--- src/hw/wit_pkg.sv ---
// wit_pkg: constants for the watchdog / interval timer
// assumes a cpu bus on the same clock as the timer
package wit_pkg;
	// ---------------------------------------------------------------
	// register map
	// ---------------------------------------------------------------
	localparam logic [15:0] WIT_CSR_ADDR   = 16'hffaa;
	localparam logic [15:0] WIT_CNT_ADDR   = 16'hffab;
	localparam logic [7:0]  WIT_PW_CNT     = 8'h5a;
	localparam logic [7:0]  WIT_PW_CSR     = 8'ha5;
	localparam logic [7:0]  WIT_CSR_RESET  = 8'h10;
	localparam logic [7:0]  WIT_CNT_RESET  = 8'h00;
	localparam logic [7:0]  WIT_CNT_MAX    = 8'hff;
	// ---------------------------------------------------------------
	// control/status field positions
	// ---------------------------------------------------------------
	localparam int          WIT_OVF_BIT    = 7;
	localparam int          WIT_MODE_BIT   = 6;
	localparam int          WIT_RUN_BIT    = 5;
	localparam int          WIT_ONE_BIT    = 4;
	localparam int          WIT_ACT_BIT    = 3;
	localparam int          WIT_CKS_MSB    = 2;
	localparam int          WIT_CKS_W      = 3;
	// ---------------------------------------------------------------
	// timing
	// ---------------------------------------------------------------
	localparam int          WIT_PRE_W      = 12;
	localparam int          WIT_RST_HOLD   = 518;
	localparam int          WIT_HOLD_W     = 10;
	localparam logic [WIT_HOLD_W-1:0] WIT_RST_HOLD_CNT = WIT_HOLD_W'(WIT_RST_HOLD);
	// divisor - 1 for each clock-select code, ascending
	localparam logic [WIT_PRE_W-1:0] WIT_DIV_MASK [8] = '{
		12'h001, 12'h01f, 12'h03f, 12'h07f,
		12'h0ff, 12'h1ff, 12'h7ff, 12'hfff};
endpackage

--- src/hw/wit_prescaler.sv ---
// wit_prescaler: free-running divider giving one tick per selected period
// assumes a synchronous active-low reset copy from the top
`timescale 1ns/1ps
module wit_prescaler (
	input  wire logic                           clk,
	input  wire logic                           rst_n,
	input  wire logic [wit_pkg::WIT_CKS_W-1:0]  sel,
	output logic                                tick
);
	import wit_pkg::*;

	logic [WIT_PRE_W-1:0] div_r;

	// ---------------------------------------------------------------
	// divider
	// ---------------------------------------------------------------
	always_ff @(posedge clk or negedge rst_n) begin
		if (!rst_n) begin
			div_r <= '0;
		end else begin
			div_r <= div_r + 1'b1;
		end
	end

	// one pulse per selected period; a select change mid-count may shorten one period
	always_ff @(posedge clk or negedge rst_n) begin
		if (!rst_n) begin
			tick <= 1'b0;
		end else begin
			tick <= ((div_r & WIT_DIV_MASK[sel]) == WIT_DIV_MASK[sel]);  // see RULE11
		end
	end
endmodule

--- src/hw/wit_top.sv ---
// wit_top: 8-bit watchdog / interval timer with password-protected writes
// assumes cpu bus strobes on MCLK; chip reset logic consumes CHIP_RST
//
// Functional notes
// RULE1: 8-bit up-counter, counts ticks while running
// RULE2: wrap from max to zero sets overflow
// RULE3: counter zero at reset or when stopped
// RULE4: standby clears bits 7-5, 3; keeps select
// RULE5: overflow cleared by read-then-write-zero only; standby also clears it here
// RULE6: bit 6 selects interval or watchdog mode
// RULE7: bit 5 runs counter, enables overflow requests
// RULE8: bit 4 always reads one
// RULE9: bit 3 picks reset, else nmi
// RULE10: bits 2-0 pick one of eight clocks
// RULE11: codes map to /2 up to /4096
// RULE12: word writes with 5a or a5 password
// RULE13: watchdog reset holds chip 518 cycles
// RULE14: interval request is level while flag set
`timescale 1ns/1ps
module wit_top (
	input  wire logic        MCLK,
	input  wire logic        RST_B,
	input  wire logic        STANDBY,
	input  wire logic [15:0] BUS_ADDR,
	input  wire logic [15:0] BUS_WDATA,
	input  wire logic        BUS_WR,
	input  wire logic        BUS_WORD,
	input  wire logic        BUS_RD,
	output logic      [7:0]  BUS_RDATA,
	output logic             OVF_IRQ,
	output logic             NMI_REQ,
	output logic             CHIP_RST
);
	import wit_pkg::*;

	// ---------------------------------------------------------------
	// reset release
	// ---------------------------------------------------------------
	logic rst_meta_r;
	logic rst_n;

	always_ff @(posedge MCLK or negedge RST_B) begin
		if (!RST_B) begin
			rst_meta_r <= 1'b0;
			rst_n      <= 1'b0;
		end else begin
			rst_meta_r <= 1'b1;
			rst_n      <= rst_meta_r;
		end
	end

	// ---------------------------------------------------------------
	// state
	// ---------------------------------------------------------------
	logic [7:0]           cnt_r;
	logic                 ovf_r;
	logic                 mode_r;
	logic                 run_r;
	logic                 act_r;
	logic [WIT_CKS_W-1:0] cks_r;
	logic                 ovf_seen_r;
	logic [WIT_HOLD_W-1:0] hold_r;
	logic                 tick;
	logic                 wr_hit;
	logic                 csr_wr;
	logic                 cnt_wr;
	logic                 overflow;
	logic                 csr_rd;
	logic [7:0]           csr_val;
	logic                 wd_nmi_hit;
	logic                 wd_rst_hit;

	wit_prescaler u_pre (
		.clk   (MCLK),
		.rst_n (rst_n),
		.sel   (cks_r),
		.tick  (tick)
	);

	// ---------------------------------------------------------------
	// bus decode and events
	// ---------------------------------------------------------------
	// byte writes are dropped: the password needs the high byte
	assign wr_hit   = BUS_WR && BUS_WORD && (BUS_ADDR == WIT_CSR_ADDR);
	assign csr_wr   = wr_hit && (BUS_WDATA[15:8] == WIT_PW_CSR);                   // see RULE12
	assign cnt_wr   = wr_hit && (BUS_WDATA[15:8] == WIT_PW_CNT);                   // see RULE12
	// a count cleared by standby is not a wrap, so no overflow then
	assign overflow = run_r && tick && !cnt_wr && !STANDBY && (cnt_r == WIT_CNT_MAX);  // see RULE2
	assign csr_rd   = BUS_RD && (BUS_ADDR == WIT_CSR_ADDR);
	assign csr_val  = {ovf_r, mode_r, run_r, 1'b1, act_r, cks_r};                  // see RULE8

	assign wd_nmi_hit = overflow && mode_r && !act_r;                              // see RULE9
	assign wd_rst_hit = overflow && mode_r && act_r;                               // see RULE9

	// ---------------------------------------------------------------
	// counter
	// ---------------------------------------------------------------
	always_ff @(posedge MCLK or negedge rst_n) begin
		if (!rst_n) begin
			cnt_r <= WIT_CNT_RESET;                                                // see RULE3
		end else if (!run_r || STANDBY) begin
			cnt_r <= WIT_CNT_RESET;                                                // see RULE3
		end else if (cnt_wr) begin
			cnt_r <= BUS_WDATA[7:0];           // write wins over a same-cycle tick
		end else if (tick) begin
			cnt_r <= cnt_r + 8'h01;                                                // see RULE1
		end
	end

	// ---------------------------------------------------------------
	// control bits
	// ---------------------------------------------------------------
	always_ff @(posedge MCLK or negedge rst_n) begin
		if (!rst_n) begin
			mode_r <= WIT_CSR_RESET[WIT_MODE_BIT];
			run_r  <= WIT_CSR_RESET[WIT_RUN_BIT];
			act_r  <= WIT_CSR_RESET[WIT_ACT_BIT];
		end else if (STANDBY) begin
			mode_r <= 1'b0;                                                        // see RULE4
			run_r  <= 1'b0;                                                        // see RULE4
			act_r  <= 1'b0;                                                        // see RULE4
		end else if (csr_wr) begin
			mode_r <= BUS_WDATA[WIT_MODE_BIT];                                     // see RULE6
			run_r  <= BUS_WDATA[WIT_RUN_BIT];                                      // see RULE7
			act_r  <= BUS_WDATA[WIT_ACT_BIT];                                      // see RULE9
		end
	end

	// select survives standby; change it only while stopped or a count may slip
	always_ff @(posedge MCLK or negedge rst_n) begin
		if (!rst_n) begin
			cks_r <= WIT_CSR_RESET[WIT_CKS_MSB:0];
		end else if (csr_wr) begin
			cks_r <= BUS_WDATA[WIT_CKS_MSB:0];                                     // see RULE10
		end
	end

	// ---------------------------------------------------------------
	// overflow flag
	// ---------------------------------------------------------------
	always_ff @(posedge MCLK or negedge rst_n) begin
		if (!rst_n) begin
			ovf_seen_r <= 1'b0;
		end else if (STANDBY || (csr_wr && !BUS_WDATA[WIT_OVF_BIT])) begin
			ovf_seen_r <= 1'b0;
		end else if (csr_rd && ovf_r) begin
			ovf_seen_r <= 1'b1;                                                    // see RULE5
		end
	end

	// set beats clear; writing one is ignored
	always_ff @(posedge MCLK or negedge rst_n) begin
		if (!rst_n) begin
			ovf_r <= WIT_CSR_RESET[WIT_OVF_BIT];
		end else if (overflow) begin
			ovf_r <= 1'b1;                                                         // see RULE2
		end else if (STANDBY) begin
			ovf_r <= 1'b0;                                                         // see RULE4
		end else if (csr_wr && !BUS_WDATA[WIT_OVF_BIT] && ovf_seen_r) begin
			ovf_r <= 1'b0;                                                         // see RULE5
		end
	end

	// ---------------------------------------------------------------
	// read port
	// ---------------------------------------------------------------
	// data stands until the next read; unmapped reads give zero
	always_ff @(posedge MCLK or negedge rst_n) begin
		if (!rst_n) begin
			BUS_RDATA <= 8'h00;
		end else if (BUS_RD) begin
			if (BUS_ADDR == WIT_CSR_ADDR) begin
				BUS_RDATA <= csr_val;
			end else if (BUS_ADDR == WIT_CNT_ADDR) begin
				BUS_RDATA <= cnt_r;
			end else begin
				BUS_RDATA <= 8'h00;
			end
		end
	end

	// ---------------------------------------------------------------
	// requests
	// ---------------------------------------------------------------
	// level, so the controller cannot miss it while the flag stands
	always_ff @(posedge MCLK or negedge rst_n) begin
		if (!rst_n) begin
			OVF_IRQ <= 1'b0;
		end else begin
			OVF_IRQ <= ovf_r && !mode_r;                                           // see RULE14
		end
	end

	// one-cycle pulse; the controller must latch it
	always_ff @(posedge MCLK or negedge rst_n) begin
		if (!rst_n) begin
			NMI_REQ <= 1'b0;
		end else begin
			NMI_REQ <= wd_nmi_hit;                                                 // see RULE6
		end
	end

	// hold counter is not cleared by standby so a pending reset completes
	// a second overflow inside the hold restarts the window
	always_ff @(posedge MCLK or negedge rst_n) begin
		if (!rst_n) begin
			hold_r <= '0;
		end else if (wd_rst_hit) begin
			hold_r <= WIT_RST_HOLD_CNT;                                            // see RULE13
		end else if (hold_r != '0) begin
			hold_r <= hold_r - 1'b1;
		end
	end

	always_ff @(posedge MCLK or negedge rst_n) begin
		if (!rst_n) begin
			CHIP_RST <= 1'b0;
		end else begin
			CHIP_RST <= wd_rst_hit || (hold_r > 1);                                // see RULE13
		end
	end
endmodule

--- config.mk ---
export PLATFORM = sky130hd
export DESIGN_NAME = wit_top
export DESIGN_NICKNAME = d
export VERILOG_FILES = /design/src/hw/wit_pkg.sv /design/src/hw/wit_prescaler.sv /design/src/hw/wit_top.sv
export SDC_FILE = /design/constraint.sdc
export NUM_CORES = 1
export LEC_CHECK = 0
export CAP_MARGIN = 10
export CORE_MARGIN = 2
export CORE_UTILIZATION = 60
export DETAILED_ROUTE_END_ITERATION = 8
export DONT_BUFFER_PORTS = 1
export PLACE_DENSITY_LB_ADDON = 0.25
export SLEW_MARGIN = 10
export SYNTH_ARGS = -nofsm -noshare
export SYNTH_HDL_FRONTEND = slang
export SYNTH_HIERARCHICAL = 1
export SYNTH_SLANG_ARGS = --single-unit
--- constraint.sdc ---
create_clock -name MCLK -period 3.95 [get_ports MCLK]
set_input_delay 0.5925 -clock MCLK [delete_from_list [all_inputs] [get_ports MCLK]]
set_output_delay 0.5925 -clock MCLK [all_outputs]
set_load 0.02 [all_outputs]
; ---- After elaboration in Yosys (flattened, before gate mapping)
; Memory sizes are Yosys's and may differ from the RTL's.
; Index checks and enable logic that the tools add are counted.
[op_classes]
add_sub_neg = 3
order_cmp = 2
n_eq_ne = 6
mux = 20
n_bitwise = 2
reduce_logical = 31
[ops]
columns = operator, count
row1 = 8-bit two-way mux, 5
row2 = 16-bit equality test (second input constant), 2
row3 = 12-bit two-way mux, 2
row4 = 10-bit two-way mux, 2
row5 = 8-bit equality test (second input constant), 2
row6 = 1-bit logical AND, 16
row7 = 12-bit by 1-bit adder with 12-bit output (second input constant), 1
row8 = 12-bit bitwise AND, 1
row9 = 12-bit equality test, 1
row10 = 1-bit two-way mux, 11
row11 = 10-bit by 1-bit > comparator with 1-bit output (second input constant), 1
row12 = 10-bit nonzero test, 1
row13 = 10-bit by 1-bit subtractor with 10-bit output (second input constant), 1
row14 = 8-bit by 1-bit adder with 8-bit output (second input constant), 1
row15 = 8-bit by 7-bit equality test with 1-bit output (second input constant), 1
row16 = 1-bit zero test, 6
row17 = 2-bit nonzero test, 3
row18 = 3-bit nonzero test, 2
row19 = 4-bit >= comparator (second input constant), 1
row20 = 3-bit NOT with 4-bit output, 1
row21 = 1-bit logical OR, 3
[totals]
reg_bits = 52
romBits = 96
inputBits = 38
out_inout_bits = 11
elab_cells = 81
n_memories = 1
[mem_list]
columns = name, depth, word_bits, read_ports, rd_clocked_by_memory_dff, wr, line_no
row1 = (name not given), 8, 12, 1, 0, 0, wit_prescaler.sv:30  ; tick <= ((div_r & WIT_DIV_MASK[sel]) == WIT_DIV_MASK[sel]);

; ---- Logic depth before layout (Yosys ltp)
; Gate-level depths: netlist of run 1.
[depth]
depth_word = 10
depth_mapped = 7
ltp_nobuf = 6

; ---- By module
; The synthesis of run 1 kept the hierarchy.
[by_module_without_submodules]
columns = mod, n_inst, cells_per_inst, area_each_um2, seq_area_each_um2
row1 = wit_top, 1, 207, 2067.0, 975.9
row2 = wit_prescaler, 1, 51, 578.1, 325.3

; ---- Worst setup path after synthesis of run 1
; Ideal clock, no wire load.
[synth_timing]
path_kind = input-to-reg
start = input port BUS_ADDR[2]
end = register cks_r[0]
setup_time_ps = 127
arrival_ps = 1815
t_required_ps = 3823
setup_slack_ps = 2008
path_stages = 5
n_path_buf = 1
cell_sequence = nand4bb_1 > nor4_2 > and3_1 > buf_2 > mux2_1
[synth_via]
elab_chain_len = 3
[synth_rtl]
columns = element, line_no
row1 = from (decl), wit_top.sv:24  ; input wire logic [15:0] BUS_ADDR,
row2 = 16-bit equality test, wit_top.sv:84  ; assign wr_hit = BUS_WR && BUS_WORD && (BUS_ADDR == WIT_CSR_ADDR);
row3 = 1-bit logical AND, wit_top.sv:84
row4 = 1-bit logical AND, wit_top.sv:85  ; assign csr_wr = wr_hit && (BUS_WDATA[15:8] == WIT_PW_CSR);
row5 = to (signal assigned), wit_top.sv:132  ; cks_r <= WIT_CSR_RESET[WIT_CKS_MSB:0];
row6 = to (signal assigned), wit_top.sv:134  ; cks_r <= BUS_WDATA[WIT_CKS_MSB:0];
row7 = to (decl), wit_top.sv:60  ; logic [WIT_CKS_W-1:0] cks_r;
; Every way passes these cells.
; A chain may end at the register's enable or synchronous reset.

; ---- Worst setup path after layout of run 1
[layout_timing]
start = register hold_r[0]
end = register hold_r[0]
[layout_via]
elab_chain_len = 3
elab_cells_between_ends = 5
classes_between = 1 x add/sub / 2 x mux / 2 x reduce/logical
[layout_rtl]
columns = element, line_no
row1 = from (decl), wit_top.sv:62  ; logic [WIT_HOLD_W-1:0] hold_r;
row2 = from (signal assigned), wit_top.sv:211  ; hold_r <= hold_r - 1'b1;
row3 = 10-bit by 1-bit subtractor with 10-bit output, wit_top.sv:211
row4 = 10-bit two-way mux, wit_top.sv:210  ; end else if (hold_r != '0) begin
row5 = 10-bit two-way mux, wit_top.sv:208  ; end else if (wd_rst_hit) begin
; Several ways; a longest one is shown, not always the timed one. The select of a mux whose other input is x is not followed.

==> impl_metrics.yaml, run 1 <==
sta:
  slew_violations: 0
  final_hold_viol_count: 0
  hold_ws_ns: 0.341
  setup_viol: 0
  fmax_ghz: 0.508
  period_needed_ns: 1.97
  min_period_over_period: 0.498
  fin_ws_ns: 1.98
  rsz0062_at_grt: "false"
  tns_ns: 0
  tightestPinTransition_ns: 1.08
  relSlewSlack: 0.283
  fin_worst_skew_ns: 0.00456
synth:
  synth_edf_count: 0
  synth_xor_area_frac: 0.0530
  syn_inst: 258
  synthMuxAreaShare: 0.0516
  synthTopCellsByArea: "dfrtp_1, xnor2_1, nand3_1, mux2i_1, a21oi_1"
  synth_cell_type_count: 50
  ys_ff_latch: 52
  synth_compound_area_frac: 0.133
  yosysMostFrequentCell: "dfrtp_1"
  yosysTopAreaCell: "dfrtp_1"
  ys_top_cells_by_count: "dfrtp_1, nand3_1, inv_1"
  synth_top_family_by_area: "simple AND/OR/NAND/NOR gates"
  yosysTopAreaCellShare: 0.492
  syn_area_um2: 2650
  synthSimpleGateAreaFrac: 0.212
  synth-async-reset-ratio: 1.00
  synth.avg_cell_area_um2: 10.3
  synth_fp_nets: 300
  ys_seq_area_frac: 0.492
  synth-adder-area-share: 0.0189
  ys_warn_count: 6
  ys.flop_type: "dfrtp_1"
power:
  ir_drop_mv: 0.207
  p_leak_nw: 1.10
  p_per_area_nw_per_um2: 306
  p_sw_frac: 0.221
  p_sw_uw: 188
  seqPwrFrac: 0.638
  pwr-share-comb: 0.011
  clkPwrFrac: 0.352
  intPower_uw: 663
  total_power_uw: 850
detailed_routing:
  drtPass1Iterations: 4
  wl_per_cell_um: 16.4
  vias: 1957
  ant_nets: 0
  drc: 0
  via_per_inst: 6.27
  routed_wl_um: 5110
  drt_iter0_markers: 175
cts:
  insertion_delay_ns: 0.31
  cts_tree: "yes"
  post_cts_buffers: 0
  clk_path_buf_depth: 2
  clock_sinks: 52
  htree_levels: 2
  ctsRootBufferMaster: "clkbuf_8"
  cts_resized: 0
  numCtsBuffers: 5
  clk_pin_slew_ns: 0.09
die:
  dieHeight_um: 70.4
  die_w_um: 70.4
  ios: 49
  core_um2: 4290
  rows: 24
  start_util: 0.616
  die-area_um2: 4960
final_layout:
  areaGrowthSynthToFinish_pct: 4.97
  drive_above_1_share: 0.0923
  nets: 301
  post-route-util: 0.647
  instances_no_fill: 312
  finish.instance_area_um2: 2780
  n_antenna_cell: 0
hold_path:
  hold_class: "in2reg"
  holdPathStages: 1
placed_design:
  hpwl_um: 3650
  port_buffers: 0
  dp_cells: 303
  dpl_cell_area_um2: 2680
  place_ws_ns: 1.90
  routabilityCongestion: 0.902
global_route:
  track_usage: 0.222
  grt_max_degree: 51
  grt_pass1_wl_um: 8820
  antenna_found_initial: 0
  grt_pass1_vias: 1962
  grt_overflow: 0
critical_path:
  cp_max_fo: 7
  start_kind: "register"
  r2r.worst_path.cells: 6
  end_kind: "register"
  path_class: "reg2reg"
  required_ns: 4.15
  crit_arrival_ns: 2.17
flow_run:
  drv_cap: 0
outcome:
  status: "complete, no violations"
-- cell type report --
type                       count  area (µm²)
timing repair buffer           2        17.5
multi-input combinational    182        1240
clock inverter                 3        18.8
tap                           52        65.1
clock buffer                   5        68.8
inverter                      16        60.1
sequential                    52        1300
fill                         333        1520
-- repair_timing --
action | 4_1_cts | 5_1_grt
setup endpoints to repair | 0 | 0
endpoints found under the hold margin | 2 | 0
hold buffers | 1 | 0
-- power groups by stage --
| stage | clock network (mW) | registers, mW | logic, mW |
|---|---|---|---|
| 2_1_floorplan | 0 | 0.551 | 0.0107 |
| 3_3_place_gp | 0 | 0.554 | 0.00780 |
| 3_5_place_dp | 0 | 0.554 | 0.00788 |
| 4_1_cts | 0.306 | 0.543 | 0.00893 |
| 5_1_grt | 0.317 | 0.544 | 0.00980 |
| 6_report | 0.299 | 0.542 | 0.00895 |
-- cells by family (layout without fill, tap and decap cells) --
kind of cell               count (synthesis)  count (layout)
and+or+nand+nor                           93              93
buffers and inverters                     24              26
adders and majority gates                  4               4
muxes                                     13              13
other                                      1               1
DFF                                       52              52
xor gates and xnor gates                  16              16
AOI/OAI and AO/OA                         55              55
-- state kept, by name, summed over array words and instances, names as in the netlist, 3 cells and up --
| name | cells |
|---|---|
| cnt_r | 8 |
| u_pre/div_r | 12 |
| cks_r | 3 |
| BUS_RDATA | 8 |
| hold_r | 10 |
-- per-layer routing --
layer	vias up	track usage	wire, µm
met4	0	0.0962	112
met5	-	0	0
met1	968	0.291	2260
met2	40	0.362	2540
met3	12	0.0390	203
li1	937	-	-
-- critical path: stages, from the launching register on --
cell and delay (ns):
dfrtp_1 0.44, inv_1 0.08, ha_1 0.26, nor3b_1 0.52, nand3_1 0.29, xnor2_1 0.22, nor2_1 0.05
-- cells in the final DEF (no fill, tap or decap), types with 7 or more instances in the layout --
cell,synthesis,layout
a21oi_1,14,14
dfrtp_1,52,51
inv_1,16,16
mux2i_1,8,8
nand2_1,14,14
nand3_1,18,18
nand4_1,8,8
nor2_1,10,10
nor3_1,7,7
o21ai_0,9,9
o22ai_1,10,10
xnor2_1,12,12
-- worst paths after layout --
path                                 start         endpoint  slack [ns]
worst max-delay path             hold_r[0]        hold_r[0]        1.98
worst min-delay path               STANDBY            act_r        0.34
worst max register to register   hold_r[0]        hold_r[0]        1.98
worst min register to register  rst_meta_r            rst_n        0.36
max in group asynchronous            rst_n  u_pre/div_r[11]        2.82
min in group asynchronous            rst_n        hold_r[5]        0.48
(Power assumes the default switching activity.)
==> run 2: changes to the inputs <==
--- a/config.mk
+++ b/config.mk
@@ -5,6 +5,7 @@
 export SDC_FILE = /design/constraint.sdc
 export NUM_CORES = 1
 export LEC_CHECK = 0
+export ABC_AREA = 1
 export CAP_MARGIN = 10
 export CORE_MARGIN = 2
 export CORE_UTILIZATION = 60
==> constraint.sdc (replaced) <==
create_clock -name MCLK -period 2 [get_ports MCLK]
set_input_delay 0.3 -clock MCLK [delete_from_list [all_inputs] [get_ports MCLK]]
set_output_delay 0.3 -clock MCLK [all_outputs]
set_load 0.02 [all_outputs]
==> run 2 against run 1 <==
Against the previous run:
- wire length grew 22%
- highest routed layer unchanged
- combinational power increased to 6.1 times the previous value
- non-clock buffer count grew 1
- synthesized area rose by 15%
- critical endpoint unchanged
- critical path depth grew 2
- setup slack worse by 1.8 ns
- core utilization rose by 3.5 points
- register-to-register slack lost 1.8 ns
- first-iteration DRC count grew 54%
- largest cell class is now multi-input gates
- synthesized cell count up 64%
==> impl_metrics.yaml, run 2 <==
detailed_routing:
  ant_nets: 0
  drc: 0
  via_per_inst: 5.29
  drt_iter0_markers: 270
  vias: 2636
  drtPass1Iterations: 5
  wl_per_cell_um: 12.5
  routed_wl_um: 6220
outcome:
  status: "complete, no violations"
sta:
  setup_viol: 0
  tns_ns: 0
  fin_ws_ns: 0.171
  fmax_ghz: 0.547
  hold_ws_ns: 0.0963
  min_period_over_period: 0.914
  period_needed_ns: 1.83
  slew_violations: 0
  relSlewSlack: 0.656
  fin_worst_skew_ns: 0.0117
  rsz0062_at_grt: "false"
  tightestPinTransition_ns: 0.516
  final_hold_viol_count: 0
critical_path:
  crit_arrival_ns: 2.03
  cp_max_fo: 11
  worstPathCellList: "inv_1 -> ha_1 -> nand2_1 -> nor2_2 -> nand4_1 -> xor2_1 -> nand2_1 -> inv_1"
  r2r.worst_path.cells: 8
  path_class: "reg2reg"
  crit_cells: 8
  cpPeakStageDelay_ns: 0.42
  start_kind: "register"
  cpLargestDelayFamily: "simple AND/OR/NAND/NOR gates"
  end_kind: "register"
  required_ns: 2.20
  crit_path_top_delay_cell: "dfrtp_1"
  cp.buffers_inverters: 2
placed_design:
  dpl_cell_area_um2: 3140
  place_ws_ns: 0.206
  port_buffers: 0
  routabilityCongestion: 0.922
  hpwl_um: 4610
final_layout:
  final_common_cell: "nand2_1"
  largest-register: "u_pre/div_r"
  areaGrowthSynthToFinish_pct: 7.81
  reg_top3: "u_pre/div_r (12), hold_r (10)"
  n_antenna_cell: 0
  drive_above_1_share: 0.0719
  layout_common_cells: "nand2_1, inv_1, dfrtp_1, nor2_1, nand3_1"
  nets: 472
  largest_reg_flops: 12
  finish.instance_area_um2: 3280
synth:
  yosysMostFrequentCell: "nand2_1"
  synth_cell_type_count: 27
  synth_edf_count: 0
  syn_inst: 424
  ys.flop_type: "dfrtp_1"
  yosysTopAreaCell: "dfrtp_1"
  ys_ff_latch: 52
  synth-async-reset-ratio: 1.00
  ys_seq_area_frac: 0.427
  synth_fp_nets: 466
  yosysTopAreaCellShare: 0.427
  ys_top_cells_by_count: "nand2_1, inv_1, dfrtp_1"
  ys_warn_count: 6
  synth.avg_cell_area_um2: 7.18
  synthTopCellsByArea: "dfrtp_1, nand2_1, inv_1, nand3_1, nor2_1"
  syn_area_um2: 3050
power:
  seqPwrFrac: 0.543
  ir_drop_mv: 0.286
  pwr-share-comb: 0.028
  p_per_area_nw_per_um2: 602
  p_sw_frac: 0.203
  p_sw_uw: 402
  p_leak_nw: 1.75
  intPower_mw: 1.58
  clkPwrFrac: 0.429
cts:
  cts_resized: 0
  clock_sinks: 52
  ctsRootBufferMaster: "clkbuf_8"
  numCtsBuffers: 5
  insertion_delay_ns: 0.31
  clk_pin_slew_ns: 0.09
  clk_path_buf_depth: 2
  htree_levels: 2
  cts_tree: "yes"
die:
  rows: 25
  start_util: 0.632
  die_w_um: 75.2
  dieHeight_um: 75.2
  die-area_um2: 5660
  core_um2: 4820
  ios: 49
hold_path:
  holdPathStages: 2
  hold_class: "in2reg"
global_route:
  grt_max_degree: 30
  track_usage: 0.241
  grt_overflow: 0
  antenna_found_initial: 0
  grt_pass1_vias: 2435
  grt_pass1_wl_um: 10400
flow_run:
  drv_cap: 0
==> run 2: power groups by stage <==
stage                     sequential (mW)  combinational, mW  clock [mW]
after global placement               1.09             0.0525           0
after floorplan                      1.10             0.0345           0
after detailed placement             1.09             0.0537           0
final                                1.07             0.0549       0.849
after global routing                 1.08             0.0652       0.917
after CTS                            1.07             0.0559       0.867
==> run 2: cells by family (layout without fill, tap and decap cells) <==
group,after synthesis,after routing,synth area share
AO/OA/AOI/OAI,19,19,0.0362
XOR/XNOR,15,15,0.0431
adder cells (fa/ha/maj),4,4,0.0164
buffers and inverters,72,79,0.0896
flip-flops,52,52,0.427
other,1,1,0.00123
AND/OR/NAND/NOR,261,261,0.386
==> run 2: metal layers <==
| layer | vias up | GRT usage | share of wire |
|---|---|---|---|
| met3 | 16 | 0.0562 | 0.096 |
| met1 | 1180 | 0.321 | 0.43 |
| met2 | 123 | 0.389 | 0.46 |
| met5 | - | 0 | 0 |
| li1 | 1317 | - | - |
| met4 | 0 | 0.0799 | 0.016 |
==> run 2: area by class of cell <==
cell class | instances | area (µm²)
inverters | 68 | 255
flip-flops and latches | 52 | 1300
clock inverters | 2 | 60.1
repair buffers | 3 | 37.5
well taps | 67 | 83.8
clock buffers | 6 | 72.6
fillers | 433 | 1530
multi-input cells | 300 | 1470
==> run 2: worst paths after layout <==
| check | from | slack, ns | end |
|---|---|---|---|
| max in group asynchronous | rst_n | 1.21 | u_pre/div_r[8] |
| hold / removal | BUS_RD | 0.1 | BUS_RDATA[2] |
| hold reg to reg | rst_n | 0.25 | BUS_RDATA[3] |
| setup reg to reg | hold_r[0] | 0.17 | hold_r[0] |
| setup / recovery | hold_r[0] | 0.17 | hold_r[0] |
| min in group asynchronous | RST_B | 0.21 | rst_meta_r |
==> run 2: repair_timing <==
item | CTS | global route
hold endpoints to repair | 2 | 0
hold buffers | 1 | 0
setup buffers | 0 | 0
==> run 2: per-stage QoR <==
step	cells	power [mW]	util
finish	498	1.98	0.682
global route	498	2.06	0.682
CTS	498	2.00	0.682
detailed placement	489	1.15	0.652
global placement	489	1.15	0.652
floorplan	424	1.13	-
==> run 3: changes to the inputs <==
==> constraint.sdc (replaced) <==
create_clock -name MCLK -period 1.9 [get_ports MCLK]
set_input_delay 0.285 -clock MCLK [delete_from_list [all_inputs] [get_ports MCLK]]
set_output_delay 0.285 -clock MCLK [all_outputs]
set_load 0.02 [all_outputs]
==> run 3 against run 2 <==
Against the previous run:
- global-route usage up 0.19 points
- total power fell by 7.5%
- first-iteration DRC count fell by 37%
- critical path type unchanged
==> impl_metrics.yaml, run 3 (synthesized netlist as in run 2, its figures left out) <==
outcome:
  status: "complete, no violations"
die:
  ios: 49
  rows: 25
  die_w_um: 75.2
  die-area_um2: 5660
  core_um2: 4820
  dieHeight_um: 75.2
  start_util: 0.632
sta:
  min_period_over_period: 0.856
  rsz0062_at_grt: "false"
  period_needed_ns: 1.63
  tns_ns: 0
  hold_ws_ns: 0.0835
  final_hold_viol_count: 0
  fmax_ghz: 0.615
  setup_viol: 0
  slew_violations: 0
  fin_worst_skew_ns: 0.00895
critical_path:
  end_kind: "register"
  r2r.worst_path.cells: 12
  cpMostUsedCell: "nand2_1"
  required_ns: 2.11
  cp_max_fo: 6
  cp.buffers_inverters: 4
  worstReg2RegStart: "hold_r[0]"
  path_class: "reg2reg"
  crit_path_top_delay_cell: "dfrtp_1"
  rrSetupSlack_ns: 0.27
  r2r_end: "hold_r[5]"
  crit_arrival_ns: 1.84
  cpPeakStageDelay_ns: 0.42
  worstPathCellList: "inv_1 -> ha_1 -> nand2_1 -> nor2_2 -> nand4_1 -> buf_4 -> nand2_1 -> nand2_1 -> nand2_1 -> inv_1 -> nand2_1 -> inv_1"
  start_kind: "register"
  cpLargestDelayFamily: "simple AND/OR/NAND/NOR gates"
hold_path:
  hold_end: "BUS_RDATA[5]"
  holdPathStages: 2
  hp-start: "BUS_RD"
  hold_class: "in2reg"
placed_design:
  dp_cells: 491
  routabilityCongestion: 0.885
  hpwl_um: 4760
  port_buffers: 0
cts:
  htree_levels: 2
  numCtsBuffers: 5
  clk_pin_slew_ns: 0.10
  clock_sinks: 52
  insertion_delay_ns: 0.31
  cts_tree: "yes"
  ctsRootBufferMaster: "clkbuf_8"
  clk_path_buf_depth: 2
global_route:
  grt_pass1_vias: 2540
  grt_overflow: 0
  track_usage: 0.243
  grt_pass1_wl_um: 10600
  antenna_found_initial: 0
  grt_max_degree: 30
power:
  ir_drop_mv: 0.314
  seqPwrFrac: 0.618
  p_sw_uw: 435
  p_leak_nw: 1.73
  p_sw_frac: 0.238
  p_per_area_nw_per_um2: 562
  pwr-share-comb: 0.032
  clkPwrFrac: 0.351
  intPower_mw: 1.39
final_layout:
  largest-register: "u_pre/div_r"
  post-route-util: 0.676
  multi_input_area_um2: 1470
  register_area_um2: 1300
  n_antenna_cell: 0
  areaGrowthSynthToFinish_pct: 6.86
  layout_common_cells: "nand2_1, inv_1, dfrtp_1, nor2_1, nand3_1"
  drive_above_1_share: 0.0762
  final_common_cell: "nand2_1"
  largest_reg_flops: 12
  reg_top3: "u_pre/div_r (12), hold_r (10)"
  fill_cells: 434
  instances_no_fill: 500
  nets: 474
detailed_routing:
  drt_iter0_markers: 171
  drtPass1Iterations: 4
  ant_nets: 0
  wl_per_cell_um: 12.4
  drc: 0
  vias: 2596
  via_per_inst: 5.19
  routed_wl_um: 6210
flow_run:
  drv_cap: 0
## run 3: cell types whose count changed in the layout (fill, tap and decap cells not counted)
cell / delta
clkinv_4: +1
buf_4: +2
bufinv_16: -2
clkinvlp_4: +1
## run 3: power groups by stage
stage / clock network, mW / logic, mW / registers (mW)
after floorplan: 0 / 0.0363 / 1.16
after global placement: 0 / 0.0553 / 1.15
after detailed placement: 0 / 0.0565 / 1.15
after CTS: 0.649 / 0.0589 / 1.13
after global routing: 0.694 / 0.0685 / 1.13
final: 0.642 / 0.0579 / 1.13
## run 3: per-stage QoR
stage          cell area, µm²  setup slack (ns)  total power [mW]
6_report                 3250             0.274              1.83
5_1_grt                  3250             0.128              1.90
4_1_cts                  3250             0.272              1.84
3_5_place_dp             3160             0.293              1.21
3_3_place_gp             3160             0.352              1.21
2_1_floorplan            3050             0.345              1.19
## run 3: layout make-up
class,instances,area share
clock buffers,6,0.0223
clock inverters,2,0.00500
inverters,68,0.0784
multi-input cells,300,0.452
flip-flops and latches,52,0.400
well taps,67,0.0258
repair buffers,5,0.0161
## run 3: timing repair
item / in CTS / in global routing
resized for setup: 0 / 0
setup buffers: 0 / 0
hold buffers: 1 / 0
hold endpoints to repair: 2 / 0
## run 3: worst max-delay path by stage
| stage | cells past startpoint | from | slack (ns) | to |
|---|---|---|---|---|
| global placement | 8 | cnt_r[0] | 0.35 | hold_r[4] |
| CTS | 12 | hold_r[0] | 0.27 | hold_r[5] |
| finish | 12 | hold_r[0] | 0.27 | hold_r[5] |
| detailed placement | 8 | cnt_r[0] | 0.29 | hold_r[5] |
| floorplan | 0 | rst_n | 0.35 | BUS_RDATA[0] |
| global route | 12 | hold_r[1] | 0.13 | hold_r[5] |
## run 3: layer usage
metal  up-vias  global-route usage  wire, µm
met5         -                   0         0
met4         0              0.0780        66
met3        10              0.0576       449
met2        90               0.403      2930
met1      1168               0.315      2770
li1       1328                   -         -
